### src/design/pss_pkg.sv
// package for the power state sequencer: states, rail groups, timing counts
// assumes a 250 MHz device clock
package pss_pkg;
	localparam int CLK_MHZ = 250;
	localparam int NUM_RAILS = 16;
	localparam int NUM_STEPS = 16;
	localparam int CFG_AW = 4;
	localparam int DLY_W = 12;
	localparam int TASK_W = 4;
	// rail bit position and rail group masks inside the rail vector
	localparam int RAIL_VTT = 0;
	localparam logic [NUM_RAILS-1:0] SLEEP_OFF_MASK = 16'h00f1;
	localparam logic [NUM_RAILS-1:0] SUSPEND_KEEP_MASK = 16'h0f00;
	localparam logic [NUM_RAILS-1:0] HIBERNATE_KEEP_MASK = 16'h0300;
	localparam logic [NUM_RAILS-1:0] RAIL_ALL = 16'hffff;
	// exit limits, in us and in cycles
	localparam int SLEEP_EXIT_US = 200;
	localparam int SUSPEND_EXIT_US = 2000;
	localparam int SLEEP_EXIT_CYC = SLEEP_EXIT_US * CLK_MHZ;
	localparam int SUSPEND_EXIT_CYC = SUSPEND_EXIT_US * CLK_MHZ;
	// modem task delay between steps, in cycles
	localparam logic [DLY_W-1:0] MODEM_DLY_DEF = 12'h0ff;
	// warm reset pulse to the serial interfaces
	localparam logic [DLY_W-1:0] WARM_PULSE = 12'h010;
	// transition codes, ten kinds
	localparam logic [TASK_W-1:0] TR_COLD_BOOT = 4'h0;
	localparam logic [TASK_W-1:0] TR_WARM = 4'h1;
	localparam logic [TASK_W-1:0] TR_SLEEP_IN = 4'h2;
	localparam logic [TASK_W-1:0] TR_SLEEP_OUT = 4'h3;
	localparam logic [TASK_W-1:0] TR_SUSP_IN = 4'h4;
	localparam logic [TASK_W-1:0] TR_SUSP_OUT = 4'h5;
	localparam logic [TASK_W-1:0] TR_HIB_IN = 4'h6;
	localparam logic [TASK_W-1:0] TR_HIB_OUT = 4'h7;
	localparam logic [TASK_W-1:0] TR_COLD_OFF = 4'h8;
	localparam logic [TASK_W-1:0] TR_MODEM = 4'h9;
	localparam logic [TASK_W-1:0] TR_NONE = 4'hf;
	typedef enum logic [3:0] {
		ST_LOAD, ST_DOWN, ST_UP_STEP, ST_UP_WAIT, ST_PWRGOOD, ST_ACTIVE,
		ST_WARM, ST_SLEEP, ST_SUSPEND, ST_HIBERNATE, ST_OFF_STEP,
		ST_OFF_WAIT, ST_NOSUPPLY
	} pss_state_e;
	typedef enum logic [2:0] {
		MD_IDLE, MD_WARN, MD_OFF, MD_ON, MD_DONE
	} pss_modem_e;
endpackage

### src/design/pss_cfg_mem.sv
// sequence configuration memory: step table of rail index and delay
// written by the loader, read with a registered output
`timescale 1ns/1ps
module pss_cfg_mem
	import pss_pkg::*;
(
	// clock
	input wire logic clk,
	// write port
	input wire logic wr_en,
	input wire logic [CFG_AW-1:0] wr_addr,
	input wire logic [DLY_W+3:0] wr_data,
	// read port
	input wire logic [CFG_AW-1:0] rd_addr,
	output logic [DLY_W+3:0] rd_data
);
	logic [DLY_W+3:0] mem [NUM_STEPS];

	// plain synchronous ram, no reset on contents
	always_ff @(posedge clk)
	begin
		if (wr_en)
			mem[wr_addr] <= wr_data;
		rd_data <= mem[rd_addr];
	end
endmodule

### src/design/pss_top.sv
// power state sequencer: boot load, rail sequencing and sleep transitions
// assumes host sleep pins are asynchronous, config source on same clock
`timescale 1ns/1ps
module pss_top
	import pss_pkg::*;
(
	// clock and reset
	input wire logic clk,
	input wire logic rst_b,
	// configuration load stream
	input wire logic cfg_valid,
	input wire logic [CFG_AW-1:0] cfg_addr,
	input wire logic [DLY_W+3:0] cfg_data,
	input wire logic cfg_done,
	// host sleep pins and events
	input wire logic shallow_sleep_req_n,
	input wire logic suspend_req_n,
	input wire logic hibernate_req_n,
	input wire logic warm_reset_req,
	input wire logic cold_off_req,
	input wire logic wakeup,
	input wire logic supply_low,
	input wire logic step_hold,
	// modem control register bits
	input wire logic modem_reset_seq_bit,
	input wire logic modem_off_bit,
	input wire logic [DLY_W-1:0] modem_delay,
	// outputs to host and rails
	output logic core_power_good,
	output logic platform_reset_n,
	output logic [NUM_RAILS-1:0] rail_en,
	output logic [NUM_RAILS-1:0] rail_save,
	output logic [NUM_RAILS-1:0] clk_req,
	output logic serial_if_reset,
	output logic core_boot_voltage_load,
	output logic shutdown_warning_n,
	output logic modem_off_n,
	output logic under_voltage_flag,
	output logic [TASK_W-1:0] transition
);
	localparam int SLEEP_EXIT_W = $clog2(SLEEP_EXIT_CYC + 1);

	logic rst_s1, rst_s2;
	logic [2:0] pin_s1, pin_s2;
	logic [1:0] ev_s1, ev_s2;
	pss_state_e state, next_state;
	pss_modem_e mstate;
	logic [CFG_AW-1:0] step;
	logic [CFG_AW-1:0] next_step;
	logic [DLY_W-1:0] timer;
	logic [DLY_W+3:0] step_word;
	logic [DLY_W-1:0] mtimer;
	logic mseq_d;
	logic [SLEEP_EXIT_W-1:0] exit_cnt;

	// reset release through two flops
	always_ff @(posedge clk or negedge rst_b)
	begin
		if (!rst_b)
		begin
			rst_s1 <= 1'b0;
			rst_s2 <= 1'b0;
		end
		else
		begin
			rst_s1 <= 1'b1;
			rst_s2 <= rst_s1;
		end
	end

	// pin synchronisers
	always_ff @(posedge clk or negedge rst_s2)
	begin
		if (!rst_s2)
		begin
			pin_s1 <= 3'h7;
			pin_s2 <= 3'h7;
			ev_s1 <= 2'h0;
			ev_s2 <= 2'h0;
		end
		else
		begin
			pin_s1 <= {hibernate_req_n, suspend_req_n, shallow_sleep_req_n};
			pin_s2 <= pin_s1;
			ev_s1 <= {wakeup, supply_low};
			ev_s2 <= ev_s1;
		end
	end

	wire sleep_n = pin_s2[0];
	wire susp_n = pin_s2[1];
	wire hib_n = pin_s2[2];
	wire wake_s = ev_s2[1];
	wire uv_s = ev_s2[0];

	// step table read, rail index in top bits, delay below
	pss_cfg_mem u_mem (
		.clk(clk),
		.wr_en(cfg_valid && state == ST_LOAD),
		.wr_addr(cfg_addr),
		.wr_data(cfg_data),
		.rd_addr(next_step),
		.rd_data(step_word)
	);

	wire [3:0] step_rail = step_word[DLY_W+3:DLY_W];
	wire [DLY_W-1:0] step_dly = step_word[DLY_W-1:0];
	wire last_step = (step == CFG_AW'(NUM_STEPS - 1));
	wire timer_done = (timer == '0);
	wire warm_ok = warm_reset_req && state == ST_ACTIVE;
	wire powering_down = (state == ST_OFF_STEP) || (state == ST_OFF_WAIT);

	// next state, one transition at a time
	always_comb
	begin
		next_state = state;
		case (state)
			ST_LOAD:
				if (cfg_done)
					next_state = ST_DOWN;
			ST_DOWN:
				if (wake_s && !uv_s)
					next_state = ST_UP_STEP;
			ST_UP_STEP:
				if (!step_hold)
					next_state = ST_UP_WAIT;
			ST_UP_WAIT:
				if (timer_done)
					next_state = last_step ? ST_PWRGOOD : ST_UP_STEP;
			ST_PWRGOOD:
				next_state = ST_ACTIVE;
			ST_ACTIVE:
				if (uv_s || cold_off_req)
					next_state = ST_OFF_STEP;
				else if (warm_ok)
					next_state = ST_WARM;
				else if (!hib_n)
					next_state = ST_HIBERNATE;
				else if (!susp_n)
					next_state = ST_SUSPEND;
				else if (!sleep_n)
					next_state = ST_SLEEP;
			ST_WARM:
				if (timer_done)
					next_state = ST_ACTIVE;
			ST_SLEEP:
				if (uv_s)
					next_state = ST_OFF_STEP;
				else if (sleep_n)
					next_state = ST_ACTIVE;
			ST_SUSPEND:
				if (uv_s)
					next_state = ST_OFF_STEP;
				else if (susp_n)
					next_state = ST_ACTIVE;
			ST_HIBERNATE:
				if (uv_s)
					next_state = ST_OFF_STEP;
				else if (hib_n)
					next_state = ST_ACTIVE;
			ST_OFF_STEP:
				next_state = ST_OFF_WAIT;
			ST_OFF_WAIT:
				if (timer_done)
					next_state = (step == '0) ?
						(uv_s ? ST_NOSUPPLY : ST_DOWN) : ST_OFF_STEP;
			ST_NOSUPPLY:
				if (!uv_s)
					next_state = ST_DOWN;
			default:
				next_state = ST_LOAD;
		endcase
	end

	// next step pointer; the table is addressed with it so that the
	// registered read word belongs to the step once it is taken
	always_comb
	begin
		next_step = step;
		if (state == ST_DOWN)
			next_step = '0;
		else if (state == ST_UP_WAIT && timer_done && !last_step)
			next_step = step + 1'b1;
		else if (next_state == ST_OFF_STEP && state != ST_OFF_WAIT)
			next_step = CFG_AW'(NUM_STEPS - 1);
		else if (state == ST_OFF_WAIT && timer_done && step != '0)
			next_step = step - 1'b1;
	end

	// state, step pointer and delay timer
	always_ff @(posedge clk or negedge rst_s2)
	begin
		if (!rst_s2)
		begin
			state <= ST_LOAD;
			step <= '0;
			timer <= '0;
		end
		else
		begin
			state <= next_state;
			step <= next_step;
			if (next_state == ST_WARM && state == ST_ACTIVE)
				timer <= WARM_PULSE;
			else if (state == ST_UP_STEP || state == ST_OFF_STEP)
				timer <= step_dly;
			else if (!timer_done)
				timer <= timer - 1'b1;
		end
	end

	// rail enables, power-save and clock requests
	always_ff @(posedge clk or negedge rst_s2)
	begin
		if (!rst_s2)
		begin
			rail_en <= '0;
			rail_save <= '0;
			clk_req <= '0;
		end
		else
		begin
			if (state == ST_UP_STEP && !step_hold)
				rail_en[step_rail] <= 1'b1;
			else if (state == ST_OFF_STEP)
				rail_en[step_rail] <= 1'b0;
			else if (state == ST_ACTIVE && next_state == ST_SLEEP)
			begin
				rail_en <= rail_en & ~SLEEP_OFF_MASK;
				rail_save <= rail_en & ~SLEEP_OFF_MASK;
			end
			else if (state == ST_ACTIVE && next_state == ST_SUSPEND)
			begin
				rail_en <= rail_en & SUSPEND_KEEP_MASK;
				rail_save <= rail_en & SUSPEND_KEEP_MASK;
			end
			else if (state == ST_ACTIVE && next_state == ST_HIBERNATE)
			begin
				rail_en <= rail_en & HIBERNATE_KEEP_MASK;
				rail_save <= rail_en & HIBERNATE_KEEP_MASK;
			end
			else if (next_state == ST_ACTIVE && (state == ST_SLEEP ||
				state == ST_SUSPEND || state == ST_HIBERNATE))
			begin
				rail_en <= RAIL_ALL;
				rail_save <= '0;
			end
			if (state == ST_DOWN || state == ST_NOSUPPLY)
				rail_save <= '0;
			clk_req <= rail_en & ~rail_save;
		end
	end

	// power good, platform reset and warm reset effects
	always_ff @(posedge clk or negedge rst_s2)
	begin
		if (!rst_s2)
		begin
			core_power_good <= 1'b0;
			platform_reset_n <= 1'b0;
			serial_if_reset <= 1'b0;
			core_boot_voltage_load <= 1'b0;
		end
		else
		begin
			core_power_good <= (state == ST_PWRGOOD) ||
				(core_power_good && !powering_down &&
				state != ST_DOWN);
			platform_reset_n <= (state == ST_ACTIVE && next_state != ST_WARM)
				|| state == ST_SLEEP || state == ST_SUSPEND ||
				state == ST_HIBERNATE;
			serial_if_reset <= (next_state == ST_WARM);
			core_boot_voltage_load <= (state == ST_ACTIVE &&
				next_state == ST_WARM);
		end
	end

	// under-voltage flag and transition code
	always_ff @(posedge clk or negedge rst_s2)
	begin
		if (!rst_s2)
		begin
			under_voltage_flag <= 1'b0;
			transition <= TR_NONE;
		end
		else
		begin
			if (uv_s)
				under_voltage_flag <= 1'b1;
			else if (state == ST_DOWN)
				under_voltage_flag <= 1'b0;
			if (mstate == MD_WARN)
				transition <= TR_MODEM;
			else if (state != next_state)
				case (next_state)
					ST_UP_STEP: transition <= (state == ST_DOWN) ?
						TR_COLD_BOOT : transition;
					ST_WARM: transition <= TR_WARM;
					ST_SLEEP: transition <= TR_SLEEP_IN;
					ST_SUSPEND: transition <= TR_SUSP_IN;
					ST_HIBERNATE: transition <= TR_HIB_IN;
					ST_OFF_STEP: transition <= (state == ST_OFF_WAIT) ?
						transition : TR_COLD_OFF;
					ST_ACTIVE:
						case (state)
							ST_SLEEP: transition <= TR_SLEEP_OUT;
							ST_SUSPEND: transition <= TR_SUSP_OUT;
							ST_HIBERNATE: transition <= TR_HIB_OUT;
							default: transition <= transition;
						endcase
					default: transition <= transition;
				endcase
		end
	end

	// modem reset task on rising edge of the sequence bit
	wire mseq_start = modem_reset_seq_bit && !mseq_d && mstate == MD_IDLE;
	wire mtimer_done = (mtimer == '0);
	always_ff @(posedge clk or negedge rst_s2)
	begin
		if (!rst_s2)
		begin
			mstate <= MD_IDLE;
			mtimer <= '0;
			mseq_d <= 1'b0;
		end
		else
		begin
			mseq_d <= modem_reset_seq_bit;
			if (!mtimer_done)
				mtimer <= mtimer - 1'b1;
			case (mstate)
				MD_IDLE:
					if (mseq_start)
					begin
						mstate <= MD_WARN;
						mtimer <= modem_delay;
					end
				MD_WARN:
					if (mtimer_done)
					begin
						mstate <= MD_OFF;
						mtimer <= modem_delay;
					end
				MD_OFF:
					if (mtimer_done)
					begin
						mstate <= MD_ON;
						mtimer <= modem_delay;
					end
				MD_ON:
					if (mtimer_done)
						mstate <= MD_DONE;
				MD_DONE:
					mstate <= MD_IDLE;
				default:
					mstate <= MD_IDLE;
			endcase
		end
	end

	// warning and modem off pins
	always_ff @(posedge clk or negedge rst_s2)
	begin
		if (!rst_s2)
		begin
			shutdown_warning_n <= 1'b1;
			modem_off_n <= 1'b1;
		end
		else
		begin
			shutdown_warning_n <= !(powering_down ||
				mstate == MD_WARN || mstate == MD_OFF);
			modem_off_n <= !(modem_off_bit || mstate == MD_OFF);
		end
	end

	// cycles spent leaving shallow sleep, saturating; watched below
	always_ff @(posedge clk or negedge rst_s2)
	begin
		if (!rst_s2)
			exit_cnt <= '0;
		else if (state != ST_SLEEP || !sleep_n)
			exit_cnt <= '0;
		else if (exit_cnt != '1)
			exit_cnt <= exit_cnt + 1'b1;
	end

	a_pgood_order: assert property (@(posedge clk) disable iff (!rst_s2)
		$rose(platform_reset_n)
		|-> core_power_good && $past(core_power_good))
		else $error("platform reset released before power good");
	a_warm_only_act: assert property (@(posedge clk) disable iff (!rst_s2)
		state == ST_WARM && $past(state) != ST_WARM
		|-> $past(state) == ST_ACTIVE)
		else $error("warm reset entered outside active");
	a_warm_rails: assert property (@(posedge clk) disable iff (!rst_s2)
		state == ST_WARM |-> $stable(rail_en) && !platform_reset_n)
		else $error("rails changed during warm reset");
	a_warm_serial: assert property (@(posedge clk) disable iff (!rst_s2)
		$rose(serial_if_reset) |-> core_boot_voltage_load
		##1 !core_boot_voltage_load)
		else $error("serial reset stuck with boot voltage load");
	a_sleep_core: assert property (@(posedge clk) disable iff (!rst_s2)
		state == ST_ACTIVE ##1 state == ST_SLEEP
		|-> (rail_en & SLEEP_OFF_MASK) == '0)
		else $error("sleep rails still on in shallow sleep");
	a_sleep_exit: assert property (@(posedge clk) disable iff (!rst_s2)
		state == ST_SLEEP && sleep_n && !uv_s
		|-> ##[1:3] rail_en == RAIL_ALL)
		else $error("shallow sleep exit too slow");
	a_sleep_exit_time: assert property (@(posedge clk) disable iff (!rst_s2)
		exit_cnt < SLEEP_EXIT_W'(SLEEP_EXIT_CYC))
		else $error("shallow sleep exit over its time limit");
	a_susp_exit: assert property (@(posedge clk) disable iff (!rst_s2)
		state == ST_SUSPEND && susp_n && !uv_s
		|-> ##1 state == ST_ACTIVE && rail_save == '0)
		else $error("suspend exit left power save");
	a_down_warn: assert property (@(posedge clk) disable iff (!rst_s2)
		state == ST_OFF_WAIT |-> ##1 !shutdown_warning_n)
		else $error("warning not low during power down");
	a_modem_off: assert property (@(posedge clk) disable iff (!rst_s2)
		modem_off_bit |-> ##1 !modem_off_n)
		else $error("modem off pin not following bit");
	a_uv_flag: assert property (@(posedge clk) disable iff (!rst_s2)
		uv_s |-> ##1 under_voltage_flag)
		else $error("under-voltage flag not raised");
	c_cold_boot: cover property (@(posedge clk) disable iff (!rst_s2)
		state == ST_PWRGOOD ##1 state == ST_ACTIVE);
	c_sleep_round: cover property (@(posedge clk) disable iff (!rst_s2)
		state == ST_SLEEP ##1 state == ST_ACTIVE);
	c_modem_task: cover property (@(posedge clk) disable iff (!rst_s2)
		mstate == MD_DONE);
	c_warm: cover property (@(posedge clk) disable iff (!rst_s2)
		state == ST_WARM ##1 state == ST_ACTIVE);
endmodule

### config.mk
export PLATFORM = sky130hd
export DESIGN_NAME = pss_top
export DESIGN_NICKNAME = d
export VERILOG_FILES = /design/src/design/pss_pkg.sv /design/src/design/pss_cfg_mem.sv /design/src/design/pss_top.sv
export SDC_FILE = /design/constraint.sdc
export NUM_CORES = 1
export LEC_CHECK = 0
export ABC_CLOCK_PERIOD_IN_PS = 8400
export BUFFER_PORTS_ARGS = -buffer_cell sky130_fd_sc_hd__clkbuf_2
export CAP_MARGIN = 20
export CORE_MARGIN = 3
export CORE_UTILIZATION = 42
export CTS_BUF_LIST = sky130_fd_sc_hd__clkbuf_16
export DETAILED_ROUTE_END_ITERATION = 12
export PLACE_DENSITY = 0.71
export SLEW_MARGIN = 20
export SYNTH_ARGS = -nofsm -noshare
export SYNTH_HDL_FRONTEND = slang
export SYNTH_SLANG_ARGS = --single-unit
### constraint.sdc
create_clock -name clk -period 8.4 [get_ports clk]
set_input_delay 1.68 -clock clk [delete_from_list [all_inputs] [get_ports clk]]
set_output_delay 1.68 -clock clk [all_outputs]
set_load 0.05 [all_outputs]
After elaboration in Yosys (flattened, before gate mapping)
Memory sizes are Yosys's and may differ from the RTL's. A register that Yosys moved wholly into a read port is not among the register bits.
Index checks and enable logic that the tools add are counted.
{"block": "word_totals", "ram_bits": 256, "inputBits": 46, "memories": 1, "register_bits": 107, "output_inout_bits": 59, "word_cells": 202}
{"block": "op_classes", "n_addsub": 4, "n_reduce_logical": 61, "n_mux": 63, "order_cmp": 2, "eq_ne": 40, "bitwise_logic": 5}
{"name": "u_mem.mem", "words": 16, "width": 16, "rd": 1, "rd_clocked_by_memory_dff": 1, "wr": 1, "line": "pss_cfg_mem.sv:17", "source": "logic [DLY_W+3:0] mem [NUM_STEPS];"}
{"op": "$mux W16", "count": 13}
{"op": "$mux W4", "count": 28}
{"op": "$mux W12", "count": 6}
{"op": "$pmux W4 S13", "count": 1}
{"op": "$eq A4 B4 Y1 const B", "count": 9}
{"op": "$and A16 B16 Y16", "count": 2}
{"op": "$not A16 Y16", "count": 2}
{"op": "$eq A4 B3 Y1 const B", "count": 7}
{"op": "$pmux W4 S7", "count": 1}
{"op": "$logic_not A12 Y1", "count": 2}
{"op": "$pmux W12 S2", "count": 1}
{"op": "$sub A12 B1 Y12 const B", "count": 2}
{"op": "$logic_and A1 B1 Y1", "count": 20}
{"op": "$or A16 B16 Y16", "count": 1}
{"op": "$mux W3", "count": 5}
{"op": "$logic_or A1 B1 Y1", "count": 13}
{"op": "$eq A4 B2 Y1 const B", "count": 3}
{"op": "$ne A3 B3 Y1 const B", "count": 4}
{"op": "$pmux W3 S4", "count": 1}
{"op": "$pmux W4 S3", "count": 1}
{"op": "$reduce_bool A5 Y1", "count": 2}
{"op": "$logic_not A4 Y1", "count": 2}
{"op": "$ne A2 B2 Y1 const B", "count": 4}
{"op": "$reduce_and A4 Y1", "count": 2}
{"op": "28 further kinds", "count": 43}

Longest topological paths before layout
{"block": "depth", "depth_word": 15, "mapped_depth": 16, "ltp_nobuf": 13}

Hierarchy
Synthesis repeated with hierarchy kept, for this count alone.
{"block": "hier_totals", "cells_unflattened": 981, "hier_area_um2": 15328.5}
{"module": "pss_cfg_mem", "cells_per_inst": 432, "seq_area_each_um2": 8007.7, "n_inst": 1, "area_per_inst_um2": 10042.1}
{"module": "pss_top", "cells_per_inst": 549, "seq_area_each_um2": 2567.5, "n_inst": 1, "area_per_inst_um2": 5286.3}

Worst setup path before layout
No wires, ideal clock.
{"block": "synth_path", "kind": "input -> register", "start": "in warm_reset_req", "end": "reg rail_save[11]", "required_ps": 8279, "setup_slack_ps": 3994, "n_path_buf": 3, "path_stages": 12, "arrival_time_ps": 4285, "setup_time_ps": 121, "cell_sequence": "or3_1 a31oi_1 o221a_2 and3_1 buf_2 inv_1 buf_2 nor4_2 nor2_1 o221a_2 buf_2 a22o_1"}
{"block": "synth_between", "elab_chain_cells": 12, "elab_cells_between_ends": 20, "classes_between": "eq/ne: 4; mux: 9; reduce/logical: 7"}
{"element": "start, declared", "line": "pss_top.sv:19", "source": "input wire logic warm_reset_req,"}
{"element": "$logic_and A1 B1 Y1 (*)", "line": "pss_top.sv:110", "source": "wire warm_ok = warm_reset_req && state == ST_ACTIVE;"}
{"element": "$mux W4 (*)", "line": "pss_top.sv:135", "source": "else if (warm_ok)"}
{"element": "$mux W4 (*)", "line": "pss_top.sv:133", "source": "if (uv_s || cold_off_req)"}
{"element": "$pmux W4 S13 (*)", "line": "pss_top.sv:117", "source": "case (state)"}
{"element": "net next_state[1]", "line": "pss_top.sv:46", "source": "pss_state_e state, next_state;"}
{"element": "$eq A4 B4 Y1", "line": "pss_top.sv:237", "source": "else if (state == ST_ACTIVE && next_state == ST_HIBERNATE)"}
{"element": "$logic_and A1 B1 Y1", "line": "pss_top.sv:237"}
{"element": "$mux W16", "line": "pss_top.sv:237"}
{"element": "$mux W16", "line": "pss_top.sv:232", "source": "else if (state == ST_ACTIVE && next_state == ST_SUSPEND)"}
{"element": "$mux W16", "line": "pss_top.sv:227", "source": "else if (state == ST_ACTIVE && next_state == ST_SLEEP)"}
{"element": "$mux W16", "line": "pss_top.sv:225", "source": "else if (state == ST_OFF_STEP)"}
{"element": "$mux W16", "line": "pss_top.sv:223", "source": "if (state == ST_UP_STEP && !step_hold)"}
{"element": "$mux W16", "line": "pss_top.sv:248", "source": "if (state == ST_DOWN || state == ST_NOSUPPLY)"}
{"element": "end signal, assigned", "line": "pss_top.sv:230", "source": "rail_save <= rail_en & ~SLEEP_OFF_MASK;"}
{"element": "end signal, assigned", "line": "pss_top.sv:235", "source": "rail_save <= rail_en & SUSPEND_KEEP_MASK;"}
{"element": "end signal, assigned", "line": "pss_top.sv:240", "source": "rail_save <= rail_en & HIBERNATE_KEEP_MASK;"}
{"element": "end, declared", "line": "pss_top.sv:32", "source": "output logic [NUM_RAILS-1:0] rail_save,"}
The timed path passes the listed nets; every way through them passes the cells marked *. The select of a mux whose other input is x is not followed.
A chain may end at the register's enable or synchronous reset.

Final worst setup path
{"block": "layout_path", "start": "reg timer[0]", "end": "reg u_mem.rd_data[12], read port of u_mem.mem"}
{"block": "layout_between", "elab_chain_cells": 8, "elab_cells_between_ends": 15, "classes_between": "eq/ne: 1; mux: 8; reduce/logical: 6"}
{"element": "start, declared", "line": "pss_top.sv:50", "source": "logic [DLY_W-1:0] timer;"}
{"element": "start signal, assigned", "line": "pss_top.sv:206", "source": "timer <= step_dly;"}
{"element": "start signal, assigned", "line": "pss_top.sv:208", "source": "timer <= timer - 1'b1;"}
{"element": "$logic_not A12 Y1 (*)", "line": "pss_top.sv:109", "source": "wire timer_done = (timer == '0);"}
{"element": "$mux W4 (on tied branches)", "line": "pss_top.sv:164, pss_top.sv:128, pss_top.sv:144"}
{"element": "$pmux W4 S13", "line": "pss_top.sv:117"}
{"element": "$eq A4 B4 Y1", "line": "pss_top.sv:184", "source": "else if (next_state == ST_OFF_STEP && state != ST_OFF_WAIT)"}
{"element": "$logic_and A1 B1 Y1", "line": "pss_top.sv:184"}
{"element": "$mux W4", "line": "pss_top.sv:184"}
{"element": "$mux W4 (*)", "line": "pss_top.sv:182", "source": "else if (state == ST_UP_WAIT && timer_done && !last_step)"}
{"element": "$mux W4 (*)", "line": "pss_top.sv:180", "source": "if (state == ST_DOWN)"}
{"element": "end, declared", "line": "pss_cfg_mem.sv:15", "source": "output logic [DLY_W+3:0] rd_data"}
Every way passes the cells marked *; elsewhere a longest branch is shown, timed or not.

==> metrics.yaml <==
outcome:
  status: "finished, final reports clean"
placed_design:
  place.detailed.hpwl_microns: 25900
  dp_slack_ns: 2.05
  gp_congestion: 0.892
  io_buffers: 99
critical_path:
  crit_arrival_ns: 6.37
  end_kind: "flip-flop"
  critPathKind: "flip-flop to flip-flop"
  critPathRequiredTime_ns: 8.82
  path_cells: "inv_1 > ha_1 > nor3b_2 > and3_1 > mux2i_1 > nor4_4 > buf_4 > inv_2 > o31ai_4 > buf_4 > nand2_2 > inv_2 > buf_12 > and3_1 > nor4_1 > or4_1"
  slowest_delay_ns: 0.61
  start_kind: "flip-flop"
  slowest_stage: "inv_2"
  cp_max_fo: 65
global_route:
  grt_pass1_wl_microns: 64500
  grtUsageTotal_pct: 19.9
  grt_antenna_before_repair: 1
  grt_overflow_total: 0
  grt_max_degree: 69
  grt_pass1_vias: 11300
sta:
  fin_crit_ns: 5.95
  hold_viol: 0
  worst_hold_slack_ns: 0.347
  tns_ns: 0
  rsz0062_at_grt: "no"
  fin_skew_ns: 0.0247
  fmax_ghz: 0.168
  relSlewSlack_pct: 31.8
  maxSlewViolCount: 0
  tightest_slew_ns: 1.02
  setup_viol: 0
  timing.final.ws_setup_ns: 2.45
  finalCritPeriodShare_pct: 70.9
final_layout:
  layout_common_cells: "edfxtp_1, a211oi_1, nand2_1"
  fillers: 3340
  insertedDiodeCount: 0
  area_delta_synth_final_pct: 14.3
  layout.nets: 1462
  post_route_cells_drive_above_1_share_pct: 15.3
  final_common_cell: "edfxtp_1"
cts:
  cts_tree: "done"
  cts.clk_slew.worst_paths_ns: 0.06
  cts_buffers: 40
  cts_root_buf: "clkbuf_16"
  clock_sinks: 374
  clk_path_buf_depth: 3
  cts_resized: 0
  post-cts-setup-buffer-count: 0
  cts-htree-levels: 2
  clock_latency_ns: 0.57
  hold_buffers: 0
drt:
  routedWlPerCell_microns: 21.5
  num_vias: 11600
  antenna_left: 0
  drc_errors: 0
  vias_per_cell: 5.93
  totalWireLength_microns: 42000
  drt_iter0_markers: 1287
  drtPass1Iterations: 6
floorplanning:
  die_area_sq_mm: 0.0411
  initial_core_util_pct: 42.8
  core_area_sq_mm: 0.0379
  fp.dieH_microns: 203
  core.rowCount: 71
  die_x_microns: 203
  boundaryPins: 105
synthesis:
  synthesis.area_sq_mm: 0.0162
  ys.flop_type: "edfxtp_1"
  ys_ff_latch: 374
  synth_edf_count: 256
  ys_types: 72
  yosysWarnings: 0
  syn_area_per_cell_sq_um: 12.2
  synthArstFlopShare_pct: 27.3
  ys_seq_area_share_pct: 65.1
  syn_inst: 1336
power_and_ir_drop:
  switchingPower_uw: 1840
  switching_share_pct: 34.2
  p_clk_share_pct: 32.6
  comb_power_share_pct: 24.6
  sequentialPowerShare_pct: 42.8
  intPower_uw: 3550
  powerDensity_mw_per_mm2: 290
  leakage_uw: 0.00671
  vdd_ir_drop_max_mv: 0.177
run:
  cap_violations: 0
worst_hold_path:
  hp-class: "flip-flop to asynchronous set/reset pin"
[power groups by stage]
stage | Clock (uW) | Combinational (uW) | Sequential (uW)
final | 1760 | 1330 | 2310
after global placement | 0 | 1270 | 2340
after floorplan | 0 | 800 | 2460
after detailed placement | 0 | 1300 | 2340
after CTS | 1790 | 1300 | 2310
after global routing | 1860 | 1420 | 2330
[cell usage after synthesis (all sizes together) (5+ instances only)]
cell type  number  area (sq um)
nand2b         15          93.8
and2            5          31.3
o221ai          5          50.0
nor2b          21           131
o31ai           6          58.8
nand2         111           419
a31oi          25           156
buf            37           198
edfxtp        256          7690
clkbuf         61           229
or3             5          31.3
o21ai          39           195
dfxtp          16           320
dfstp          12           315
a211oi        153          1150
o211ai          5          37.5
xor2            7          61.3
or4            20           150
a22o           15           131
inv            36           135
nand3          17          85.1
a22oi          18           135
dfrtp          90          2250
xnor2          15           131
nor3           30           161
a21oi          87           443
nor3b           7          57.6
and3           70           438
nor4           28           218
nor2           66           248
[flip-flops by register name (all words and copies together), names as in the netlist, 11 cells and up]
register       cells
u_mem.mem        256
rail_save         11
rail_en           16
u_mem.rd_data     16
clk_req           16
mtimer            12
timer             12
[path summary, 6_finish.rpt]
kind / slack [ns] / start / depth (start not counted) / endpoint
worst max-delay path: 2.45 / timer[0] / 16 / u_mem.rd_data[12]
worst min-delay path: 0.35 / rst_s2 / 0 / mtimer[7]
worst max register to register: 2.45 / timer[0] / 16 / u_mem.rd_data[12]
worst min register to register: 0.35 / rst_s2 / 0 / mtimer[7]
max in group asynchronous: 6.91 / rst_s2 / 1 / mtimer[5]
min in group clk: 0.35 / ev_s1[1] / 0 / ev_s2[1]
[cell type report]
cell class	instances	area (sq um)	area share, %
inverters	36	138	0.741
clock buffers	40	1000	5.39
clock inverters	34	322	1.73
well taps	511	639	3.44
repair buffers	128	726	3.91
flip-flops and latches	374	10600	56.9
multi-input cells	832	5170	27.8
[critical path: cells and delay by family, from the launching register on]
family                     cells  cell delay [ns]
and+or+nand+nor                7             2.55
buffers and inverters          6             2.08
DFF                            1             0.42
AOI/OAI and AO/OA              1             0.30
muxes                          1             0.20
adders and majority gates      1             0.19
[through the flow]
| stage | area (sq um) | cells | util [%] | power [uW] |
|---|---|---|---|---|
| after global placement | 17200 | 1881 | 45.4 | 3610 |
| after CTS | 18600 | 1955 | 49.0 | 5400 |
| after detailed placement | 17200 | 1881 | 45.5 | 3640 |
| after global routing | 18600 | 1955 | 49.0 | 5620 |
| after floorplan | 16300 | 1340 | - | 3260 |
| final | 18600 | 1955 | 49.0 | 5390 |
[metal layers]
| metal | GRT usage (%) | up-vias | routed length, microns |
|---|---|---|---|
| met4 | 5.84 | 0 | 833 |
| met5 | 0 | - | 0 |
| met2 | 31.3 | 568 | 19400 |
| met3 | 4.41 | 79 | 4070 |
| met1 | 27.9 | 5673 | 17700 |
| li1 | - | 5277 | - |
[cells by family after synthesis]
logic type,synth area share (%)
AO/OA/AOI/OAI,16.0
XOR/XNOR,1.19
adder cells (fa/ha/maj),0.308
buffers and inverters,3.46
flip-flops,65.1
multiplexers,0.0616
other,0.0462
AND/OR/NAND/NOR,13.8
Power figures use the tool's default switching activity.
